**src/acdc_pkg.sv**
```systemverilog
package acdc_pkg;

   // ---------------------------------------------------------------
   // Register offsets on the control port
   // ---------------------------------------------------------------
   localparam logic [7:0] ACDC_ADDR_CP = 8'h1d;
   localparam logic [7:0] ACDC_ADDR_OSR = 8'h1e;
   localparam logic [7:0] ACDC_ADDR_BCK = 8'h20;
   localparam logic [7:0] ACDC_ADDR_LRK = 8'h21;
   localparam logic [7:0] ACDC_ADDR_ISM = 8'h22;
   localparam logic [7:0] ACDC_ADDR_CDC = 8'h25;

   // ---------------------------------------------------------------
   // Values after reset
   // ---------------------------------------------------------------
   localparam logic [6:0] ACDC_RST_CP = 7'h01;
   localparam logic [6:0] ACDC_RST_OSR = 7'h01;
   localparam logic [6:0] ACDC_RST_BCK = 7'h00;
   localparam logic [7:0] ACDC_RST_LRK = 8'h00;
   localparam logic ACDC_RST_INTERP = 1'b0;
   localparam logic [2:0] ACDC_RST_SPEED = 3'h4;
   localparam logic [6:0] ACDC_RST_CDC = 7'h00;

   // ---------------------------------------------------------------
   // Field positions
   // ---------------------------------------------------------------
   localparam int ACDC_ISM_INTERP_BIT = 4;
   localparam int ACDC_ISM_SPEED_LSB = 0;
   localparam int ACDC_CDC_SKIP_RATE = 6;
   localparam int ACDC_CDC_SKIP_BCK = 5;
   localparam int ACDC_CDC_SKIP_MCK = 4;
   localparam int ACDC_CDC_SKIP_HALT = 3;
   localparam int ACDC_CDC_SKIP_MISS = 2;
   localparam int ACDC_CDC_AUTO_OFF = 1;
   localparam int ACDC_CDC_SKIP_PLL = 0;

   // ---------------------------------------------------------------
   // Speed mode codes and ratios used while auto setup is active
   // ---------------------------------------------------------------
   localparam logic [2:0] ACDC_SPEED_48K = 3'h3;
   localparam logic [2:0] ACDC_SPEED_96K = 3'h4;
   localparam logic [2:0] ACDC_SPEED_32K = 3'h7;
   localparam logic [2:0] ACDC_AUTO_SPEED = 3'h3;
   localparam logic [7:0] ACDC_AUTO_CP_DIV = 8'h03;
   localparam logic [7:0] ACDC_AUTO_OSR_DIV = 8'h01;

   // ---------------------------------------------------------------
   // Bit clock per frame limits and divider indices
   // ---------------------------------------------------------------
   localparam logic [9:0] ACDC_BCK_RATIO_MIN = 10'h020;
   localparam logic [9:0] ACDC_BCK_RATIO_MAX = 10'h100;
   localparam logic [9:0] ACDC_BCK_CNT_SAT = 10'h3ff;
   localparam int ACDC_NUM_DIV = 4;
   localparam int ACDC_DIV_CP = 0;
   localparam int ACDC_DIV_OSR = 1;
   localparam int ACDC_DIV_BCK = 2;
   localparam int ACDC_DIV_LRK = 3;
   localparam int ACDC_NUM_PINS = 8;

   typedef enum logic [1:0] {
      ACDC_RATE_48K,
      ACDC_RATE_96K,
      ACDC_RATE_32K,
      ACDC_RATE_RSVD
   } acdc_rate_e;

endpackage : acdc_pkg

```
**src/acdc_div_if.sv**
```systemverilog
`timescale 1ns/1ps
interface acdc_div_if;
   logic [7:0] period;
   logic run;
   logic advance;
   logic level;
   logic tick;
   modport ctrl (output period, output run, output advance, input level, input tick);
   modport div (input period, input run, input advance, output level, output tick);
endinterface : acdc_div_if

```
**src/acdc_divider.sv**
```systemverilog
`timescale 1ns/1ps
module acdc_divider (
   input wire logic clk,
   input wire logic nrst,
   acdc_div_if.div dv
);
   import acdc_pkg::*;

   logic [7:0] cnt_q;
   logic [7:0] period_q;
   logic level_q;
   logic tick_q;
   logic [7:0] cnt_d;

   assign cnt_d = cnt_q + 8'h01;
   assign dv.level = level_q;
   assign dv.tick = tick_q;

   // ---------------------------------------------------------------
   // Counter; a new ratio is taken when a period ends or while run is low.
   // ---------------------------------------------------------------
   always_ff @(posedge clk or negedge nrst) begin
      if (!nrst) begin
         cnt_q <= 8'h00;
         period_q <= 8'h00;
         level_q <= 1'b0;
         tick_q <= 1'b0;
      end else if (!dv.run) begin
         cnt_q <= 8'h00;
         period_q <= dv.period;
         level_q <= 1'b0;
         tick_q <= 1'b0;
      end else if (dv.advance) begin
         if (cnt_q == period_q) begin
            cnt_q <= 8'h00;
            period_q <= dv.period;
            level_q <= 1'b1;
            tick_q <= 1'b1;
         end else begin
            cnt_q <= cnt_d;
            level_q <= (cnt_d <= {1'b0, period_q[7:1]});
            tick_q <= 1'b0;
         end
      end else begin
         tick_q <= 1'b0;
      end
   end

endmodule : acdc_divider

```
**src/acdc_clock_config.sv**
```systemverilog
`timescale 1ns/1ps
module acdc_clock_config (
   input wire logic clk,
   input wire logic nrst,
   input wire logic [7:0] reg_addr,
   input wire logic [7:0] reg_wdata,
   input wire logic reg_wr,
   input wire logic reg_rd,
   output logic [7:0] reg_rdata_q,
   input wire logic master_mode_pin,
   input wire logic pll_lock_pin,
   input wire logic rate_err_pin,
   input wire logic mclk_err_pin,
   input wire logic halt_err_pin,
   input wire logic clk_missing_pin,
   input wire logic ext_bck_pin,
   input wire logic ext_lrck_pin,
   output logic charge_pump_clock_q,
   output logic oversampling_clock_q,
   output logic bck_out_q,
   output logic lrck_out_q,
   output logic interp_16x_q,
   output acdc_pkg::acdc_rate_e rate_mode_q,
   output logic clock_error_q,
   output logic pll_lock_status_q,
   output logic dac_powerdown_q,
   output logic bck_ratio_err_q
);
   import acdc_pkg::*;

   // ---------------------------------------------------------------
   // Decoding helpers
   // ---------------------------------------------------------------
   function automatic acdc_rate_e acdc_decode_speed(input logic [2:0] code);
      acdc_rate_e r;
      r = ACDC_RATE_RSVD;
      case (code)
         ACDC_SPEED_48K: r = ACDC_RATE_48K;
         ACDC_SPEED_96K: r = ACDC_RATE_96K;
         ACDC_SPEED_32K: r = ACDC_RATE_32K;
         default: r = ACDC_RATE_RSVD;
      endcase
      return r;
   endfunction : acdc_decode_speed

   function automatic logic acdc_hit(input logic [7:0] a, input logic [7:0] off);
      return a == off;
   endfunction : acdc_hit

   // ---------------------------------------------------------------
   // Registers
   // ---------------------------------------------------------------
   // Reserved bits are not stored and always read back as zero.
   logic [6:0] charge_pump_div_value_q;
   logic [6:0] oversample_div_value_q;
   logic [6:0] master_bitclk_div_value_q;
   logic [7:0] master_frameclk_div_value_q;
   logic interp_ratio_select_q;
   logic [2:0] rate_speed_mode_q;
   logic [6:0] cdc_q;
   logic auto_on;

   assign auto_on = !cdc_q[ACDC_CDC_AUTO_OFF];

   always_ff @(posedge clk or negedge nrst) begin
      if (!nrst) begin
         charge_pump_div_value_q <= ACDC_RST_CP;
         oversample_div_value_q <= ACDC_RST_OSR;
         master_bitclk_div_value_q <= ACDC_RST_BCK;
         master_frameclk_div_value_q <= ACDC_RST_LRK;
         interp_ratio_select_q <= ACDC_RST_INTERP;
         rate_speed_mode_q <= ACDC_RST_SPEED;
         cdc_q <= ACDC_RST_CDC;
      end else if (reg_wr) begin
         if (acdc_hit(reg_addr, ACDC_ADDR_CP)) begin
            charge_pump_div_value_q <= reg_wdata[6:0];
         end
         if (acdc_hit(reg_addr, ACDC_ADDR_OSR)) begin
            oversample_div_value_q <= reg_wdata[6:0];
         end
         if (acdc_hit(reg_addr, ACDC_ADDR_BCK)) begin
            master_bitclk_div_value_q <= reg_wdata[6:0];
         end
         if (acdc_hit(reg_addr, ACDC_ADDR_LRK)) begin
            master_frameclk_div_value_q <= reg_wdata;
         end
         if (acdc_hit(reg_addr, ACDC_ADDR_ISM)) begin
            interp_ratio_select_q <= reg_wdata[ACDC_ISM_INTERP_BIT];
            rate_speed_mode_q <= reg_wdata[ACDC_ISM_SPEED_LSB +: 3];
         end
         if (acdc_hit(reg_addr, ACDC_ADDR_CDC)) begin
            cdc_q <= reg_wdata[6:0];
         end
      end
   end

   // Read data is presented one cycle after the read strobe; unmapped reads return zero.
   always_ff @(posedge clk or negedge nrst) begin
      if (!nrst) begin
         reg_rdata_q <= 8'h00;
      end else if (reg_rd) begin
         case (reg_addr)
            ACDC_ADDR_CP: reg_rdata_q <= {1'b0, charge_pump_div_value_q};
            ACDC_ADDR_OSR: reg_rdata_q <= {1'b0, oversample_div_value_q};
            ACDC_ADDR_BCK: reg_rdata_q <= {1'b0, master_bitclk_div_value_q};
            ACDC_ADDR_LRK: reg_rdata_q <= master_frameclk_div_value_q;
            ACDC_ADDR_ISM: reg_rdata_q <= {3'h0, interp_ratio_select_q, 1'b0, rate_speed_mode_q};
            ACDC_ADDR_CDC: reg_rdata_q <= {1'b0, cdc_q};
            default: reg_rdata_q <= 8'h00;
         endcase
      end
   end

   // ---------------------------------------------------------------
   // Pin synchronisers
   // ---------------------------------------------------------------
   // Every pin passes two flip-flops so that a late edge never reaches the decoders.
   logic [ACDC_NUM_PINS-1:0] pin_raw;
   logic [ACDC_NUM_PINS-1:0] pin_s1_q;
   logic [ACDC_NUM_PINS-1:0] pin_s2_q;
   logic bck_s3_q;
   logic lrck_s3_q;

   assign pin_raw = {ext_lrck_pin,
                     ext_bck_pin,
                     clk_missing_pin,
                     halt_err_pin,
                     mclk_err_pin,
                     rate_err_pin,
                     pll_lock_pin,
                     master_mode_pin};

   genvar gp;
   generate
      for (gp = 0; gp < ACDC_NUM_PINS; gp++) begin : g_sync
         always_ff @(posedge clk or negedge nrst) begin
            if (!nrst) begin
               pin_s1_q[gp] <= 1'b0;
               pin_s2_q[gp] <= 1'b0;
            end else begin
               pin_s1_q[gp] <= pin_raw[gp];
               pin_s2_q[gp] <= pin_s1_q[gp];
            end
         end
      end
   endgenerate

   logic master_s;
   logic pll_lock_s;
   logic rate_err_s;
   logic mclk_err_s;
   logic halt_err_s;
   logic missing_s;
   assign master_s = pin_s2_q[0];
   assign pll_lock_s = pin_s2_q[1];
   assign rate_err_s = pin_s2_q[2];
   assign mclk_err_s = pin_s2_q[3];
   assign halt_err_s = pin_s2_q[4];
   assign missing_s = pin_s2_q[5];

   // ---------------------------------------------------------------
   // Bit clock per frame check
   // ---------------------------------------------------------------
   logic bck_rise;
   logic lrck_rise;
   logic [9:0] bck_cnt_q;
   logic [9:0] bck_last_q;
   assign bck_rise = pin_s2_q[6] && !bck_s3_q;
   assign lrck_rise = pin_s2_q[7] && !lrck_s3_q;

   // A frame whose bit clock count differs from the frame before counts as unstable.
   logic bck_out_of_range;
   logic bck_unstable;
   assign bck_out_of_range = (bck_cnt_q < ACDC_BCK_RATIO_MIN) ||
                             (bck_cnt_q > ACDC_BCK_RATIO_MAX);
   assign bck_unstable = bck_cnt_q != bck_last_q;

   always_ff @(posedge clk or negedge nrst) begin
      if (!nrst) begin
         bck_s3_q <= 1'b0;
         lrck_s3_q <= 1'b0;
         bck_cnt_q <= 10'h000;
         bck_last_q <= 10'h000;
         bck_ratio_err_q <= 1'b0;
      end else begin
         bck_s3_q <= pin_s2_q[6];
         lrck_s3_q <= pin_s2_q[7];
         if (lrck_rise) begin
            bck_cnt_q <= {9'h000, bck_rise};
            bck_last_q <= bck_cnt_q;
            bck_ratio_err_q <= bck_out_of_range || bck_unstable;
         end else if (bck_rise && bck_cnt_q != ACDC_BCK_CNT_SAT) begin
            bck_cnt_q <= bck_cnt_q + 10'h001;
         end
      end
   end

   // ---------------------------------------------------------------
   // Clock error and status
   // ---------------------------------------------------------------
   // Each detector failure counts only while its ignore bit is clear.
   logic rate_fail;
   logic bck_fail;
   logic mclk_fail;
   logic halt_fail;
   logic pll_fail;
   logic missing_fail;
   assign rate_fail = rate_err_s && !cdc_q[ACDC_CDC_SKIP_RATE];
   assign bck_fail = bck_ratio_err_q && !cdc_q[ACDC_CDC_SKIP_BCK];
   assign mclk_fail = mclk_err_s && !cdc_q[ACDC_CDC_SKIP_MCK];
   assign halt_fail = halt_err_s && !cdc_q[ACDC_CDC_SKIP_HALT];
   assign pll_fail = !pll_lock_s && !cdc_q[ACDC_CDC_SKIP_PLL];
   assign missing_fail = missing_s && !cdc_q[ACDC_CDC_SKIP_MISS];

   always_ff @(posedge clk or negedge nrst) begin
      if (!nrst) begin
         clock_error_q <= 1'b0;
         pll_lock_status_q <= 1'b0;
         dac_powerdown_q <= 1'b0;
      end else begin
         clock_error_q <= rate_fail || bck_fail || mclk_fail || halt_fail || pll_fail;
         // The lock flag follows the real lock state whatever the ignore bit says.
         pll_lock_status_q <= pll_lock_s;
         dac_powerdown_q <= missing_fail;
      end
   end

   // ---------------------------------------------------------------
   // Interpolation and speed mode
   // ---------------------------------------------------------------
   // While auto setup is on, the built-in speed code replaces the programmed one.
   always_ff @(posedge clk or negedge nrst) begin
      if (!nrst) begin
         interp_16x_q <= ACDC_RST_INTERP;
         rate_mode_q <= ACDC_RATE_96K;
      end else begin
         interp_16x_q <= interp_ratio_select_q;
         rate_mode_q <= acdc_decode_speed(auto_on ? ACDC_AUTO_SPEED : rate_speed_mode_q);
      end
   end

   // ---------------------------------------------------------------
   // Dividers
   // ---------------------------------------------------------------
   // A ratio written mid-period waits for the divider to wrap, so no runt pulse appears.
   // The programmed charge pump and oversampling ratios are kept while auto setup runs, only not used.
   acdc_div_if dv_if [ACDC_NUM_DIV] ();

   assign dv_if[ACDC_DIV_CP].period = auto_on ? ACDC_AUTO_CP_DIV
                                              : {1'b0, charge_pump_div_value_q};
   assign dv_if[ACDC_DIV_CP].run = 1'b1;
   assign dv_if[ACDC_DIV_CP].advance = 1'b1;
   assign dv_if[ACDC_DIV_OSR].period = auto_on ? ACDC_AUTO_OSR_DIV
                                               : {1'b0, oversample_div_value_q};
   assign dv_if[ACDC_DIV_OSR].run = 1'b1;
   assign dv_if[ACDC_DIV_OSR].advance = 1'b1;
   assign dv_if[ACDC_DIV_BCK].period = {1'b0, master_bitclk_div_value_q};
   assign dv_if[ACDC_DIV_BCK].run = master_s;
   assign dv_if[ACDC_DIV_BCK].advance = 1'b1;
   assign dv_if[ACDC_DIV_LRK].period = master_frameclk_div_value_q;
   assign dv_if[ACDC_DIV_LRK].run = master_s;
   assign dv_if[ACDC_DIV_LRK].advance = dv_if[ACDC_DIV_BCK].tick;

   genvar gd;
   generate
      for (gd = 0; gd < ACDC_NUM_DIV; gd++) begin : g_div
         acdc_divider u_div (
            .clk(clk),
            .nrst(nrst),
            .dv(dv_if[gd])
         );
      end
   endgenerate

   always_ff @(posedge clk or negedge nrst) begin
      if (!nrst) begin
         charge_pump_clock_q <= 1'b0;
         oversampling_clock_q <= 1'b0;
         bck_out_q <= 1'b0;
         lrck_out_q <= 1'b0;
      end else begin
         charge_pump_clock_q <= dv_if[ACDC_DIV_CP].level;
         oversampling_clock_q <= dv_if[ACDC_DIV_OSR].level;
         bck_out_q <= dv_if[ACDC_DIV_BCK].level;
         lrck_out_q <= dv_if[ACDC_DIV_LRK].level;
      end
   end

endmodule : acdc_clock_config

```
**config.mk**
```make
export PLATFORM = sky130hd
export DESIGN_NAME = acdc_clock_config
export DESIGN_NICKNAME = d
export VERILOG_FILES = /design/src/acdc_pkg.sv /design/src/acdc_div_if.sv /design/src/acdc_divider.sv /design/src/acdc_clock_config.sv
export SDC_FILE = /design/constraint.sdc
export NUM_CORES = 1
export LEC_CHECK = 0
export CAP_MARGIN = 5
export CORE_MARGIN = 2
export CORE_UTILIZATION = 58
export DETAILED_ROUTE_END_ITERATION = 8
export DONT_BUFFER_PORTS = 1
export PLACE_DENSITY = 0.76
export SYNTH_ARGS = -nofsm -noshare
export SYNTH_HDL_FRONTEND = slang
export SYNTH_SLANG_ARGS = --single-unit
```
**constraint.sdc**
```tcl
create_clock -name clk -period 2.1 [get_ports clk]
set_input_delay 0.42 -clock clk [delete_from_list [all_inputs] [get_ports clk]]
set_output_delay 0.42 -clock clk [all_outputs]
set_load 0.005 [all_outputs]
```
==> impl_results.md, run 1 <==
* Clk pin slew, worst setup/hold paths at 0.06 ns
* GRT Residual Overflow at 0
* Sw Share at 0.309
* Worst endpoint required time at 2.41 ns
* Worst setup margin at -0.0350 ns
* Io pins at 47
* P_sw at 2.88 mW
* CP Launch Type: flip-flop
* Core area at 13,300 um2
* Outcome: complete, but fails checks
* Post-synthesis register bit count at 163
* Dpl cells at 896
* Combinational share of power at 0.236
* Worst-path fanout max at 3
* Post-route ant nets at 0
* Clk sink count at 163
* Final worst path period share at 1.02
* Part of the Yosys area used for sequential elements at 0.510
* Routability Congestion at 0.918
* Worst Reg2Reg Path Length in Cells at 9
* Pre-CTS setup slack at -0.0713 ns
* DRT Pass-1 Iters at 5
* Overall power at 9.31 mW
* Die area at 14,800 um2
* Initial drt markers at 440
* N_diodes at 0
* Max-slew violation count at 0
* Later-pin clock latency in the skew report at 0.43 ns
* P_leak at 4.18 nW
* Die H at 121 um
* Power per cell area at 1030 nW/um2
* Min-delay worst type: primary input to async pin
* FFs w/ async S/R, synth at 1.00
* H-tree levels at 4
* Mapped cell area at 8000 um2
* Post-layout nets at 805
* Num CTS Buffers at 17
* Crit path cell chain: and3_4 -> and3_4 -> xor2_2 -> ha_1 -> nand4_1 -> a21oi_2 -> a2111oi_4 -> o21a_1 -> o221a_2
* Failing checks: negative hold slack, negative setup slack
* Detail Placement HPWL at 11,800 um
* Peak VDD IR at 607 uV
* P&R area growth vs syn at 12.5%
* Synth top cells by count: dfrtp_1 (159), nand2_1 (85), mux2_2 (48)
* Post-synth top area cell: dfrtp_1
* CTS tree: yes
* Rows at 42
* Clock buffer depth at 2
* Drt via density at 5.85
* Worst setup path class: flip-flop to flip-flop
* Final Setup Violations at 1
* Synthesized Nets at 788
* Detailed Route WL at 17,100 um
* Via count at 5,473
* Number of global-route vias before repair at 5,727
* Top post-synthesis cells by area: dfrtp_1 (50%), mux2_2 (6.8%), ha_1 (4.7%), nand2_1 (4.0%), xor2_1 (3.9%)
* Clk pwr share at 0.348
* Port buffer count at 0
* Number of flops mapped to enable cells by yosys at 0
* Filler Cell Count at 1,011
* Fin crit period at 2.13 ns
* F_max at 468 MHz
* Yosys warns at 0
* GRT Total Usage at 0.252
* CP Data Arrival Time at 2.45 ns
* Seq pwr share at 0.416
* Largest net degree at the start of global routing at 164
* CP max stage delay at 0.41 ns
* Most used flip-flop cell after synthesis: dfrtp_1
* Worst slew pin tran at 0.581 ns
* CP endpoint kind: flip-flop
* First-pass GRT wire length at 28,600 um
* Starting Density at 0.600
* Most frequent CP cell: and3_4
* Crit-path slowest cell: dfrtp_1
* Hold Vio Cnt, Final at 163
* Fraction of final layout cells sized beyond drive strength 1 at 0.205
* Initial antenna violation count at 0
* Post-Syn Area per Cell at 11.0 um2
* Unrepaired setup endpoints after global routing: yes
* Most frequent cell after synthesis: dfrtp_1
* Clock Tree Root: clkbuf_16
* Max_cap viols at 0
* Internal power at 6.44 mW
* Die width at 121 um
* Yosys top cell area share at 0.497
* Routed WL per cell at 18.3 um
* Worst Skew at 0.00777 ns
* Max-slew headroom at 0.612
* Post-synthesis instance total at 730
* Cell Count, Final, Fillers Out at 936
* Fin Hold WS at -0.311 ns
* # DRC at 0
* Netlist cell types at 64
-- power by group through the flow --
stage	registers [mW]	clock network, mW	logic [mW]
floorplan	3.80	0	1.64
global placement	3.89	0	1.98
detailed placement	3.91	0	2.10
CTS	3.86	3.29	2.14
global route	3.93	3.44	2.48
finish	3.87	3.24	2.19
-- repair_timing --
action	in CTS	in global routing
endpoints found under the hold margin	163	169
pin swaps	5	3
gates resized for setup	3	11
setup buffers	1	1
setup endpoints to repair	1	4
-- kinds of logic (layout without fill, tap and decap cells) --
kind of cell               count (synthesis)  after routing  synth area share
xor gates and xnor gates                  70             70            0.0766
buffers and inverters                     65             95            0.0350
AOI/OAI and AO/OA                        101            101            0.0825
adders and majority gates                 30             30            0.0469
and+or+nand+nor                          234            234             0.153
muxes                                     67             67            0.0957
DFF                                      163            163             0.510
-- per-layer routing --
metal,vias up,global-route usage,part of all wire
li1,2575,-,-
met1,2743,0.328,0.44
met2,127,0.402,0.49
met3,28,0.0695,0.052
met4,0,0.0977,0.021
met5,-,0,0
-- cells in the final DEF (no fill, tap or decap), types with 8 or more instances in the layout --
| cell type | instances |
|---|---|
| inv_1 | 34 |
| nor2_1 | 35 |
| inv_6 | 8 |
| nor2b_1 | 8 |
| a21oi_1 | 15 |
| dfrtp_1 | 155 |
| nand2_1 | 85 |
| o21ai_0 | 13 |
| buf_4 | 22 |
| nand4_1 | 11 |
| o22ai_1 | 12 |
| nand3_1 | 23 |
| a22oi_1 | 8 |
| ha_1 | 28 |
| mux2i_1 | 12 |
| mux2_2 | 48 |
| xnor2_1 | 32 |
| o21ai_1 | 15 |
| clkbuf_16 | 17 |
| xor2_1 | 34 |
| and2_1 | 13 |
-- registers in the layout, indices dropped and copies added, names as in the netlist, 8 cells and up --
register,count
bck_cnt_q,10
bck_last_q,10
dv_if.period,8
g_div.u_div.cnt_q,32
g_div.u_div.period_q,29
pin_s1_q,8
reg_rdata_q,8
-- final timing paths --
kind / slack (ns) / endpoint / from
worst min register to register: 0.35 / pin_s2_q[6] / pin_s1_q[6]
worst max register to register: -0.03 / g_div[3].u_div.dv.level / g_div[3].u_div.cnt_q[0]
worst min-delay path: -0.31 / oversampling_clock_q / nrst
max in group asynchronous: 2.12 / rate_mode_q[0] / nrst
min in group clk: 0.02 / pin_s1_q[0] / master_mode_pin
worst max-delay path: -0.03 / g_div[3].u_div.dv.level / g_div[3].u_div.cnt_q[0]
-- metrics by stage --
step,setup TNS (ns),utilization,instance area [um2]
after floorplan,-0.00131,-,8030
after global placement,0,0.618,8250
after detailed placement,-0.0713,0.618,8250
after CTS,-0.00294,0.666,8890
after global routing,-0.144,0.674,9000
final,-0.0350,0.674,9000
-- final cells by class --
cell class / instances / area [um2] / area share
multi-input combinational: 502 / 3720 / 0.413
clock buffer: 17 / 425 / 0.0473
timing repair buffer: 28 / 225 / 0.0250
inverter: 35 / 131 / 0.0146
sequential: 163 / 4090 / 0.454
tap: 176 / 220 / 0.0245
clock inverter: 15 / 189 / 0.0210
-- critical path, delay by kind of cell, from the launching register on --
| kind | cells | cell delay, ns |
|---|---|---|
| AO/OA/AOI/OAI | 4 | 0.64 |
| adder cells (fa/ha/maj) | 1 | 0.31 |
| flip-flops | 1 | 0.41 |
| AND/OR/NAND/NOR | 3 | 0.52 |
| XOR/XNOR | 1 | 0.15 |
No activity file was read; power rests on OpenSTA's default activity.
==> run 2, diff against run 1 <==
--- a/config.mk
+++ b/config.mk
@@ -5,6 +5,7 @@
 export SDC_FILE = /design/constraint.sdc
 export NUM_CORES = 1
 export LEC_CHECK = 0
+export ABC_AREA = 1
 export CAP_MARGIN = 5
 export CORE_MARGIN = 2
 export CORE_UTILIZATION = 58
==> constraint.sdc (replaced) <==
create_clock -name clk -period 2.1 [get_ports clk]
set_input_delay 0.105 -clock clk [delete_from_list [all_inputs] [get_ports clk]]
set_output_delay 0.105 -clock clk [all_outputs]
set_load 0.005 [all_outputs]
==> run 2 against run 1 <==
  * The run ends with negative hold slack left
  * Cell count increased by 27%
  * Die area rose by 1.7%
  * Global-route usage rose by 0.22 points
  * Largest cell class unchanged
  * Highest routed layer unchanged
  * Routed wire length is 3.0% higher
  * Design area rose by 2.0%
  * Combinational power up 4%
  * Clock-buffer cell count up 1
  * Synthesized cell count up 31%
  * Setup slack better by 0.14 ns
  * Largest power group unchanged
==> impl_results.md, run 2 <==
* Pre-CTS setup slack at 0.126 ns (was -0.0713 ns)
* Final Setup Violations at 0 (was 1)
* Crit-path slowest cell: dfrtp_1 (unchanged)
* Internal power at 6.11 mW (was 6.44 mW)
* Worst setup path class: flip-flop to flip-flop (unchanged)
* Sw Share at 0.335 (was 0.309)
* FFs w/ async S/R, synth at 1.00 (unchanged)
* Die width at 123 um (was 121 um)
* Clock Tree Root: clkbuf_16 (unchanged)
* CP Launch Type: flip-flop (unchanged)
* Hold Vio Cnt, Final at 163 (unchanged)
* Io pins at 47 (unchanged)
* Simple-Gate Fraction of Synth Area at 0.259 (was 0.153)
* Synth top cells by count: nand2_1 (229), dfrtp_1 (159), inv_1 (110) (was dfrtp_1 (159), nand2_1 (85), mux2_2 (48))
* Rows at 43 (was 42)
* DRT Pass-1 Iters at 5 (unchanged)
* CP max stage delay at 0.40 ns (was 0.41 ns)
* # DRC at 0 (unchanged)
* Post-layout nets at 1,050 (was 805)
* Failing checks: negative hold slack (was negative hold slack, negative setup slack)
* Netlist cell types at 42 (was 64)
* Clk pwr share at 0.334 (was 0.348)
* Final worst path period share at 0.948 (was 1.02)
* Most used flip-flop cell after synthesis: dfrtp_1 (unchanged)
* Fin crit period at 1.99 ns (was 2.13 ns)
* Routability Congestion at 0.895 (was 0.918)
* N_diodes at 0 (unchanged)
* Yosys warns at 0 (unchanged)
* Post-Synth XOR/XNOR Area at 0.0398 (was 0.0766)
* Max_cap viols at 0 (unchanged)
* Top post-synthesis cells by area: dfrtp_1 (49%), nand2_1 (11%), nand3_1 (6.3%), inv_1 (5.1%), ha_1 (4.6%) (was dfrtp_1 (50%), mux2_2 (6.8%), ha_1 (4.7%), nand2_1 (4.0%), xor2_1 (3.9%))
* Routed WL per cell at 14.9 um (was 18.3 um)
* F_max at 502 MHz (was 468 MHz)
* Delay-heaviest family, CP: simple AND/OR/NAND/NOR gates (was compound AO/OA/AOI/OAI gates)
* Initial drt markers at 489 (was 440)
* Die H at 123 um (was 121 um)
* Worst endpoint required time at 2.42 ns (was 2.41 ns)
* CP Data Arrival Time at 2.31 ns (was 2.45 ns)
* Die area at 15,000 um2 (was 14,800 um2)
* P_sw at 3.07 mW (was 2.88 mW)
* Commonest non-fill, non-tap cell in the layout: nand2_1 (was dfrtp_1)
* Outcome: complete, but fails checks (unchanged)
* P_leak at 4.53 nW (was 4.18 nW)
* Post-Syn Area per Cell at 8.51 um2 (was 11.0 um2)
* Clk pin slew, worst setup/hold paths at 0.07 ns (was 0.06 ns)
* Largest Register: g_div.u_div.cnt_q (unchanged)
* Worst slew pin tran at 0.605 ns (was 0.581 ns)
* Most frequent cells in the layout: nand2_1 (229), dfrtp_1 (157), inv_1 (110) (was dfrtp_1 (155), nand2_1 (85), mux2_2 (48))
* Setup slack, reg-to-reg at 0.11 ns (was -0.03 ns)
* Clk sink count at 163 (unchanged)
* First-pass GRT wire length at 29,300 um (was 28,600 um)
* Yosys top cell area share at 0.488 (was 0.497)
* Post-synthesis instance total at 958 (was 730)
* GRT Total Usage at 0.254 (was 0.252)
* Overall power at 9.18 mW (was 9.31 mW)
* H-tree levels at 4 (unchanged)
* Power per cell area at 1000 nW/um2 (was 1030 nW/um2)
* Bufs and invs on worst path at 1 (was 0)
* Largest register FFs at 32 (unchanged)
* CP endpoint kind: flip-flop (unchanged)
* Initial antenna violation count at 0 (unchanged)
* Crit path cell chain: ha_2 -> nand2_1 -> nor2_2 -> xnor2_1 -> inv_1 -> ha_1 -> nand2_1 -> nor2_2 -> nand2_1 -> nand3_1 -> nand2_1 -> nand2_1 -> nand2_1 -> nand2_1 -> a21oi_1 (was and3_4 -> and3_4 -> xor2_2 -> ha_1 -> nand4_1 -> a21oi_2 -> a2111oi_4 -> o21a_1 -> o221a_2)
* P&R area growth vs syn at 12.7% (was 12.5%)
* Seq pwr share at 0.419 (was 0.416)
* Mux share of post-synthesis cell area at 0.00138 (was 0.0957)
* Core area at 13,800 um2 (was 13,300 um2)
* Number of global-route vias before repair at 5,957 (was 5,727)
* Num CTS Buffers at 17 (unchanged)
* Largest net degree at the start of global routing at 164 (unchanged)
* Fraction of final layout cells sized beyond drive strength 1 at 0.108 (was 0.205)
* Combinational share of power at 0.247 (was 0.236)
* Fin Hold WS at -0.630 ns (was -0.311 ns)
* Detail Placement HPWL at 12,100 um (was 11,800 um)
* WL met3 at 994 um (was 887 um)
* Min-delay worst type: primary input to async pin (unchanged)
* Highest Signal Layer: met4 (unchanged)
* Synthesized Nets at 1,016 (was 788)
* GRT Residual Overflow at 0 (unchanged)
* Peak VDD IR at 687 uV (was 607 uV)
* Most frequent cell after synthesis: nand2_1 (was dfrtp_1)
* Max-slew headroom at 0.596 (was 0.612)
* Post-synth top area cell: dfrtp_1 (unchanged)
* Port buffer count at 0 (unchanged)
* Part of the Yosys area used for sequential elements at 0.501 (was 0.510)
* Via count at 6,458 (was 5,473)
* Worst Skew at 0.00653 ns (was 0.00777 ns)
* CTS tree: yes (unchanged)
* Later-pin clock latency in the skew report at 0.43 ns (about the same)
* Clock buffer depth at 2 (unchanged)
* WL met2 at 8270 um (was 8330 um)
* Regs by FF count: g_div.u_div.cnt_q: 32 flops, g_div.u_div.period_q: 29 flops (unchanged)
* Post-synthesis register bit count at 163 (unchanged)
* Worst setup margin at 0.109 ns (was -0.0350 ns)
* Drt via density at 5.45 (was 5.85)
* Number of hold buffers added after cts at 20
* Number of flops mapped to enable cells by yosys at 0 (unchanged)
* Post-route ant nets at 0 (unchanged)
* Mapped cell area at 8150 um2 (was 8000 um2)
* Starting Density at 0.589 (was 0.600)
* Adder-Cell Fraction of Synth Area at 0.0461 (was 0.0469)
* Layout Utilization at 0.664 (was 0.674)
* Combinational family with the most area after synthesis: simple AND/OR/NAND/NOR gates (unchanged)
* Worst-path fanout max at 4 (was 3)
* Detailed Route WL at 17,700 um (was 17,100 um)
* Post-synthesis compound-gate area fraction at 0.0797 (was 0.0825)
* Most frequent CP cell: nand2_1 (was and3_4)
* Max-slew violation count at 0 (unchanged)
* Met1 Routed Length at 8120 um (was 7570 um)
* Filler Cell Count at 1,098 (was 1,011)
run 2: final timing paths:
check                                              from                        end  depth (start not counted)
worst max register to register  g_div[3].u_div.cnt_q[1]    g_div[3].u_div.dv.level                         15
min in group clk                           reg_wdata[4]  oversample_div_value_q[4]                          2
worst min-delay path                               nrst    g_div[0].u_div.cnt_q[3]                          0
max in group asynchronous                          nrst       rate_speed_mode_q[2]                          0
worst max-delay path            g_div[3].u_div.cnt_q[1]    g_div[3].u_div.dv.level                         15
worst min register to register              pin_s1_q[7]                pin_s2_q[7]                          0
run 2: routing by layer:
layer,track usage,vias up
li1,-,3183
met4,0.0754,0
met5,0,-
met2,0.385,164
met3,0.0692,29
met1,0.360,3082
run 2: final cells by class:
type / count / area, um2 / share of cell area
flip-flops and latches: 163 / 4090 / 0.445
multi-input cells: 652 / 3500 / 0.381
inverters: 121 / 454 / 0.0495
clock buffers: 18 / 439 / 0.0478
repair buffers: 37 / 328 / 0.0357
well taps: 180 / 225 / 0.0245
clock inverters: 14 / 149 / 0.0162
run 2: power by group through the flow:
stage	Sequential (mW)	Clock, mW	Combinational (mW)
after floorplan	3.81	0	1.69
after global placement	3.89	0	2.07
after detailed placement	3.90	0	2.12
after CTS	3.85	3.12	2.19
after global routing	3.89	3.28	2.60
final	3.85	3.07	2.27
run 2: what timing repair did:
item | in CTS | in global routing
endpoints found under the setup margin | 0 | 4
endpoints found under the hold margin | 211 | 163
resized for setup | 0 | 10
buffers inserted | 0 | 5
run 2: through the flow:
stage	setup TNS, ns	cells	area, um2
finish	0	1185	9180
global route	-0.0779	1185	9180
CTS	0	1180	9110
detailed placement	0	1128	8330
global placement	0	1128	8330
floorplan	0	958	8150
run 2: cells by family (layout without fill, tap and decap cells):
family	after synthesis	after routing
xor gates and xnor gates	37	37
buffers and inverters	143	190
DFF	163	163
muxes	1	1
adders and majority gates	30	30
AOI/OAI and AO/OA	118	118
and+or+nand+nor	466	466
